--- src/verilog/dcr_map.svh ---
// Register offsets, field positions and reset values of the converter control bank
// Assumes byte addressing on a 32-bit APB bus, one aligned word per register
`ifndef DCR_MAP_SVH
`define DCR_MAP_SVH
`define DCR_CTRL_OFFSET   12'h000
`define DCR_LEVEL_OFFSET  12'h004
`define DCR_EN_BIT        7
`define DCR_OUT1_BIT      5
`define DCR_OUT2_BIT      4
`define DCR_PREF_BIT      2
`define DCR_CTRL_MASK     8'hb4
`define DCR_LEVEL_MASK    8'h1f
`define DCR_CTRL_RESET    8'h00
`define DCR_LEVEL_RESET   5'h00
`define DCR_ADDR_W        12
`endif

--- src/verilog/dcr_pkg.sv ---
// Types shared by the converter control bank
// Assumes the map header supplies widths and offsets
`include "dcr_map.svh"
package dcr_pkg;
  typedef struct packed {
    logic       converter_enable;
    logic       output_one_connect;
    logic       output_two_connect;
    logic       positive_reference_select;
    logic [4:0] output_level_field;
  } dcr_ctrl_t;

  typedef enum logic {
    DCR_PH_IDLE  = 1'b0,
    DCR_PH_READY = 1'b1
  } dcr_phase_t;
endpackage

--- src/verilog/dcr_top.sv ---
// APB register bank for the voltage reference converter controls
// Assumes an APB master on pclk; the analogue converter reads the control outputs
//
// Behaviour
// - Control bit 7 enables the converter
// - Bits 5 and 4 connect output pins
// - Level register bits 4-0 select step
// - Unimplemented bits read zero, ignore writes
// - All implemented bits reset to zero
//
// Added by the designer: the register offsets and the APB slave port.
`timescale 1ns/1ps
`include "dcr_map.svh"
module dcr_top
  import dcr_pkg::*;
(
  input  wire logic                    pclk,
  input  wire logic                    presetn,
  input  wire logic                    psel,
  input  wire logic                    penable,
  input  wire logic                    pwrite,
  input  wire logic [`DCR_ADDR_W-1:0]  paddr,
  input  wire logic [31:0]             pwdata,
  input  wire logic [3:0]              pstrb,
  output logic      [31:0]             prdata,
  output logic                         pready,
  output logic                         pslverr,
  output dcr_ctrl_t                    ctrl
);

  localparam logic [7:0] CTRL_MASK  = `DCR_CTRL_MASK;
  localparam logic [7:0] LEVEL_MASK = `DCR_LEVEL_MASK;
  localparam logic [7:0] CTRL_RST   = `DCR_CTRL_RESET;
  localparam logic [4:0] LEVEL_RST  = `DCR_LEVEL_RESET;

  // Bus phase decode
  logic        setup_phase;
  logic        access_phase;
  logic        hit_ctrl;
  logic        hit_level;
  logic        hit_none;
  logic        wr_strobe;
  logic        wr_ctrl;
  logic        wr_level;
  logic        rd_ctrl;
  logic        rd_level;
  logic        err_setup;

  // Control register
  logic [7:0]  ctrl_word_q;
  logic [7:0]  ctrl_word_d;
  logic [7:0]  ctrl_wr_bits;
  logic [7:0]  ctrl_rd_bits;

  // Level register
  logic [7:0]  level_word_q;
  logic [7:0]  level_word_d;
  logic [7:0]  level_wr_bits;
  logic [7:0]  level_rd_bits;

  // Transfer phase
  dcr_phase_t  phase_q;
  dcr_phase_t  phase_d;

  // Bus response
  logic        pready_d;
  logic        pslverr_d;
  logic [31:0] prdata_d;

  // Converter outputs
  dcr_ctrl_t   ctrl_d;

  // Setup cycle opens a transfer, the ready cycle closes it
  always_comb begin
    setup_phase  = 1'b0;
    access_phase = 1'b0;

    if (psel) begin
      if (penable) begin
        access_phase = pready;
      end else begin
        setup_phase = 1'b1;
      end
    end
  end

  // Address match
  always_comb begin
    hit_ctrl  = 1'b0;
    hit_level = 1'b0;
    hit_none  = 1'b0;

    if (paddr == `DCR_CTRL_OFFSET) begin
      hit_ctrl = 1'b1;
    end else if (paddr == `DCR_LEVEL_OFFSET) begin
      hit_level = 1'b1;
    end else begin
      hit_none = 1'b1;
    end
  end

  // Writes land on the ready edge
  always_comb begin
    wr_strobe = access_phase && pwrite && pstrb[0];
    wr_ctrl   = wr_strobe && hit_ctrl;
    wr_level  = wr_strobe && hit_level;
  end

  // Reads and errors are prepared in the setup cycle
  always_comb begin
    rd_ctrl   = setup_phase && !pwrite && hit_ctrl;
    rd_level  = setup_phase && !pwrite && hit_level;
    err_setup = setup_phase && hit_none;
  end

  // Unimplemented bits are dropped on write and on read
  genvar bit_idx;
  generate
    for (bit_idx = 0; bit_idx < 8; bit_idx++) begin : g_mask_bit
      assign ctrl_wr_bits[bit_idx]  = CTRL_MASK[bit_idx] & pwdata[bit_idx];
      assign ctrl_rd_bits[bit_idx]  = CTRL_MASK[bit_idx] & ctrl_word_q[bit_idx];
      assign level_wr_bits[bit_idx] = LEVEL_MASK[bit_idx] & pwdata[bit_idx];
      assign level_rd_bits[bit_idx] = LEVEL_MASK[bit_idx] & level_word_q[bit_idx];
    end
  endgenerate

  // Control register next value
  always_comb begin
    ctrl_word_d = ctrl_word_q;

    if (wr_ctrl) begin
      ctrl_word_d = ctrl_wr_bits;
    end
  end

  // Control register
  always_ff @(posedge pclk or negedge presetn) begin
    if (!presetn) begin
      ctrl_word_q <= CTRL_RST;
    end else begin
      ctrl_word_q <= ctrl_word_d;
    end
  end

  // Level register next value
  always_comb begin
    level_word_d = level_word_q;

    if (wr_level) begin
      level_word_d = level_wr_bits;
    end
  end

  // Level register
  always_ff @(posedge pclk or negedge presetn) begin
    if (!presetn) begin
      level_word_q <= {3'h0, LEVEL_RST};
    end else begin
      level_word_q <= level_word_d;
    end
  end

  // Converter outputs mirror the register words
  always_comb begin
    ctrl_d.converter_enable          = ctrl_word_d[`DCR_EN_BIT];
    ctrl_d.output_one_connect        = ctrl_word_d[`DCR_OUT1_BIT];
    ctrl_d.output_two_connect        = ctrl_word_d[`DCR_OUT2_BIT];
    ctrl_d.positive_reference_select = ctrl_word_d[`DCR_PREF_BIT];
    ctrl_d.output_level_field        = level_word_d[4:0];
  end

  // Converter outputs
  always_ff @(posedge pclk or negedge presetn) begin
    if (!presetn) begin
      ctrl.converter_enable          <= 1'b0;
      ctrl.output_one_connect        <= 1'b0;
      ctrl.output_two_connect        <= 1'b0;
      ctrl.positive_reference_select <= 1'b0;
      ctrl.output_level_field        <= LEVEL_RST;
    end else begin
      ctrl <= ctrl_d;
    end
  end

  // Ready follows every setup cycle, no wait states
  always_comb begin
    phase_d = phase_q;

    unique case (phase_q)
      DCR_PH_IDLE: begin
        if (setup_phase) begin
          phase_d = DCR_PH_READY;
        end
      end
      DCR_PH_READY: begin
        phase_d = DCR_PH_IDLE;
      end
    endcase
  end

  // Transfer phase
  always_ff @(posedge pclk or negedge presetn) begin
    if (!presetn) begin
      phase_q <= DCR_PH_IDLE;
    end else begin
      phase_q <= phase_d;
    end
  end

  // Ready stands for one cycle
  always_comb begin
    pready_d = 1'b0;

    if (phase_d == DCR_PH_READY) begin
      pready_d = 1'b1;
    end
  end

  // Ready
  always_ff @(posedge pclk or negedge presetn) begin
    if (!presetn) begin
      pready <= 1'b0;
    end else begin
      pready <= pready_d;
    end
  end

  // Unmapped addresses answer with an error
  always_comb begin
    pslverr_d = 1'b0;

    if (err_setup) begin
      pslverr_d = 1'b1;
    end
  end

  // Error flag
  always_ff @(posedge pclk or negedge presetn) begin
    if (!presetn) begin
      pslverr <= 1'b0;
    end else begin
      pslverr <= pslverr_d;
    end
  end

  // Read data stands only in the ready cycle
  always_comb begin
    prdata_d = 32'h0000_0000;

    if (rd_ctrl) begin
      prdata_d[7:0] = ctrl_rd_bits;
    end

    if (rd_level) begin
      prdata_d[7:0] = level_rd_bits;
    end
  end

  // Read data
  always_ff @(posedge pclk or negedge presetn) begin
    if (!presetn) begin
      prdata <= 32'h0000_0000;
    end else begin
      prdata <= prdata_d;
    end
  end

  // Bits above the low byte never carry data
  // A write with the low strobe clear leaves both registers as they are
  // A read of an unmapped address returns zero with the error flag

endmodule

--- config.mk ---
export PLATFORM = sky130hd
export DESIGN_NAME = dcr_top
export DESIGN_NICKNAME = d
export VERILOG_FILES = /design/src/verilog/dcr_pkg.sv /design/src/verilog/dcr_top.sv
export VERILOG_INCLUDE_DIRS = /design/src /design/src/verilog
export SDC_FILE = /design/constraint.sdc
export NUM_CORES = 1
export LEC_CHECK = 0
export ABC_AREA = 1
export BUFFER_PORTS_ARGS = -buffer_cell sky130_fd_sc_hd__buf_4
export CAP_MARGIN = 5
export CELL_PAD_IN_SITES_DETAIL_PLACEMENT = 0
export CELL_PAD_IN_SITES_GLOBAL_PLACEMENT = 1
export CORE_ASPECT_RATIO = 0.75
export CORE_UTILIZATION = 23
export DETAILED_ROUTE_END_ITERATION = 16
export PLACE_DENSITY = 0.77
export SLEW_MARGIN = 40
export SYNTH_ARGS = -nofsm -noshare
export SYNTH_HDL_FRONTEND = slang
export SYNTH_SLANG_ARGS = --single-unit
--- constraint.sdc ---
create_clock -name pclk -period 1.25 [get_ports pclk]
set_input_delay 0.0625 -clock pclk [delete_from_list [all_inputs] [get_ports pclk]]
set_output_delay 0.0625 -clock pclk [all_outputs]
set_load 0.005 [all_outputs]
======== Word level (Yosys, flattened, before mapping) ========
Cells that the tools add are included.
word-level totals
  register bits after elaboration ......... 24
  output and inout bits ................... 43
  logic and storage cells ................. 39
operators by class
  equality and inequality tests ........... 1
  mux-type cells .......................... 17
  bitwise logic cells ..................... 1
  reduce and logical (&&, ||, !) cells .... 10
operators by type and width
  operator               number
  $mux W8                3
  $eq A12 B3 Y1 const B  1
  $logic_not A12 Y1      1
  $mux W1                12
  $logic_and A1 B1 Y1    8
  $mux W5                1
  $pmux W1 S2            1
  $logic_not A1 Y1       1
  $not A1 Y1             1

======== Longest topological paths before layout ========
  depth in word-level cells ............... 6
  mapped depth ............................ 6
  gate-level depth less buffers ........... 6

======== Worst setup path before layout ========
No wires, ideal clock.
  path kind ............................... reg2reg
  start ................................... register phase_q (netlist name)
  end ..................................... register ctrl_word_q[2]
  library setup time ...................... 117 ps
  arrival ................................. 931 ps
  required time ........................... 1133 ps
  setup slack ............................. 202 ps
  cell stages (with the launch flop) ...... 7
  clock period less this slack ............ 1048 ps
  path through ............................ dfrtp_1 -> nand2_1 -> nor2_1 -> buf_4 -> nand3_1 -> nand2_1 -> nand2_1
RTL lines
  item                    line            source
  end signal: assignment  dcr_top.sv:141  ctrl_word_q <= ctrl_word_d;
  end: declaration        dcr_top.sv:50   logic [7:0] ctrl_word_q;

==> impl_metrics.toml <==
[status]
run_status = "finished clean"

[drt]
viasPerCell = 3.831
wl_met2_um = 862
drt_iter0_drc = 45
top_layer = "met3"
met1Wirelength_um = 920
ant_nets = 0
wire_per_inst_um = 8.920
routed_wl_mm = 2.007
first_pass_iters = 4
num_vias = 862
route.met3.wl_um = 224
drc = 0

[critical_path]
reg2reg_slack_ns = 0.1
worstPathCellList = "nand2_1 -> nor2_2 -> nand3_1 -> nand2_1 -> nand2_1"
cpMostUsedCell = "nand2_1"
worst_path_max_delay_cell = "dfrtp_1"
worst-path-max-fanout = 5
cp.arrival_ns = 1.29
cp_data_required_time_ns = 1.39
reg2reg_depth = 5
path_class = "flip-flop to flip-flop"
cp-start-kind = "flip-flop"
end_kind = "flip-flop"
slowest_delay_ns = 0.37

[power_and_ir_drop]
vdd_drop_max_v = 0.0003223
intPower_mw = 0.8650
combPwrFrac_pct = 11.8
p_seq_share_pct = 53.0
p_per_area_nw_per_um2 = 804.1
power_switching_mw = 0.2437
switching_share_pct = 21.98
p_clk_share_pct = 35.1
p_leak_nw = 0.7662

[floorplan]
die-height_um = 59.31
start_util_pct = 24.39
std_cell_rows = 20
die_w_um = 78.41
core_um2 = 4129
pin_count = 96
dieArea_um2 = 4651

[synthesis]
yosys_warnings = 0
synth.most_common_cell = "nand2_1"
synth_common_cells = "29 x nand2_1, 26 x buf_4, 18 x dfrtp_1, 13 x nand4_1, 13 x nor2_1"
synthArstFlopShare_pct = 100.0
yosys-top-cells-area = "dfrtp_1 45%, buf_4 19%, nand2_1 11%"
synthXorXnorAreaFrac_pct = 0
syn_area_per_cell_um2 = 8.324
synth_top_family_by_area = "simple AND/OR/NAND/NOR gates"
yosys.cell_types.count = 12
synth_edf_count = 0
synthMuxAreaShare_pct = 0
synth_seq_cells = 18
yosysTopAreaCell = "dfrtp_1"
synth_adder_area_share_pct = 0
ys_seq_area_share_pct = 44.72
synth_cells = 121
netlist_area_um2 = 1007
synth-compound-area-share_pct = 0
synth_top_area_share_pct = 44.72
yosys.area_share.simple_pct = 30.31
synth_top_flop_cell = "dfrtp_1"

[clock_tree]
clk_pin_slew_ns = 0.07
cts.path.max_buffers = 2
htreeDepth = 1
root_buffer = "clkbuf_8"
clock-sinks = 18
cts_setup_buffers = 0
cts_tree = "yes"
clock_latency_ns = 0.25
numCtsBuffers = 3

[place]
io_buffers = 42
globalplace.congestion = 0.7206
place_area_um2 = 1320
dp_cells = 221
pre_cts_ws_ns = 0.02743
dpl.hpwl_mm = 1.671

[timing]
setup_viol = 0
finalCritPeriodShare_pct = 92.03
hold_viol = 0
maxSlewViolCount = 0
fin_ws_ns = 0.09964
rsz0062_at_grt = "false"
max_freq_mhz = 869.3
post-route-min-period_ns = 1.150
finalSetupTns_ns = 0
clock_skew_ns = 0.003052

[cells_and_area]
final_cell_area_um2 = 1379
n_antenna_cell = 0
instances_no_fill = 225
area_growth_pct = 36.89
layout.nets = 225
drive_above_1_share_pct = 34.12

[global_routing]
grt_pass1_vias = 734
grt_pass1_wl_mm = 3.339
overflow = 0
grt_usage_pct = 9.360
grt_max_degree = 19
antenna_found_initial = 0

[worst_hold_path]
hold_class = "input pin to flip-flop"
hold-path-cell-count = 3

[run]
cap_violations = 0
## final cells by class
class | instances | area [um^2]
clock buffer | 3 | 41.29
fill | 469 | 2750
inverter | 11 | 41.29
multi-input combinational | 89 | 406.6
sequential | 18 | 450.4
tap | 55 | 68.82
timing repair buffer | 49 | 370.4
## stage by stage
stage,utilization (%),hold WS (ns),power (mW)
floorplan,-,-0.2331,0.6987
global placement,31.97,-0.05850,0.7262
detailed placement,31.97,-0.05441,0.7272
CTS,33.27,0.06065,1.123
global route,33.39,0.06637,1.174
finish,33.39,0.06173,1.109
## layout by cell type, fill, tap and decap left out
cell / synthesis / layout
nor2_1: 13 / 12
inv_1: 10 / 10
conb_1: 1 / 25
nor2_4: 3 / 3
dlygate4sd3_1: 0 / 1
clkbuf_8: 0 / 3
nand3_1: 5 / 4
inv_2: 1 / 1
buf_4: 26 / 48
nor2_2: 0 / 1
nand4_1: 13 / 13
and2_2: 1 / 1
nand3_2: 0 / 1
dfrtp_1: 18 / 18
nand2_1: 29 / 29
## final timing paths
check | from | end
min reg2reg | phase_q | phase_q
max in group asynchronous | presetn | ctrl[2]
min in group asynchronous | presetn | prdata[3]
min | pwdata[3] | ctrl[3]
max reg2reg | phase_q | ctrl_word_q[5]
max | phase_q | ctrl_word_q[5]
## power groups by stage
stage	clock, mW	combinational [mW]	sequential, mW
6_report	0.389	0.131	0.588
5_1_grt	0.439	0.148	0.587
4_1_cts	0.403	0.132	0.588
3_5_place_dp	0	0.129	0.599
3_3_place_gp	0	0.128	0.599
2_1_floorplan	0	0.0996	0.599
## cell families (layout without fill, tap and decap cells)
group         count (synthesis)  in the layout
simple gates                 64             64
buf+inv                      38             63
flops                        18             18
other cells                   1             25
## per-layer routing
layer  up-vias  global-route usage [%]
met4         0                   3.175
met5         -                       0
met1       388                   12.05
met2        38                   14.29
li1        436                       -
met3         0                   3.846
## sequential cells by signal, indices dropped and copies added (netlist names)
name         count
ctrl             5
ctrl_word_q      4
phase_q          1
prdata           7
pslverr          1
## critical path: cells and delay by family (launching register included)
family	cells	cell delay, ns
flip-flops	1	0.37
AND/OR/NAND/NOR	5	0.66
## what timing repair did
item	in CTS	in global routing
hold endpoints to repair	18	0
gates resized for setup	1	1
hold buffers	1	0
gates cloned	0	0
endpoints found under the setup margin	2	4
No activity file was read; power rests on OpenSTA's default activity.
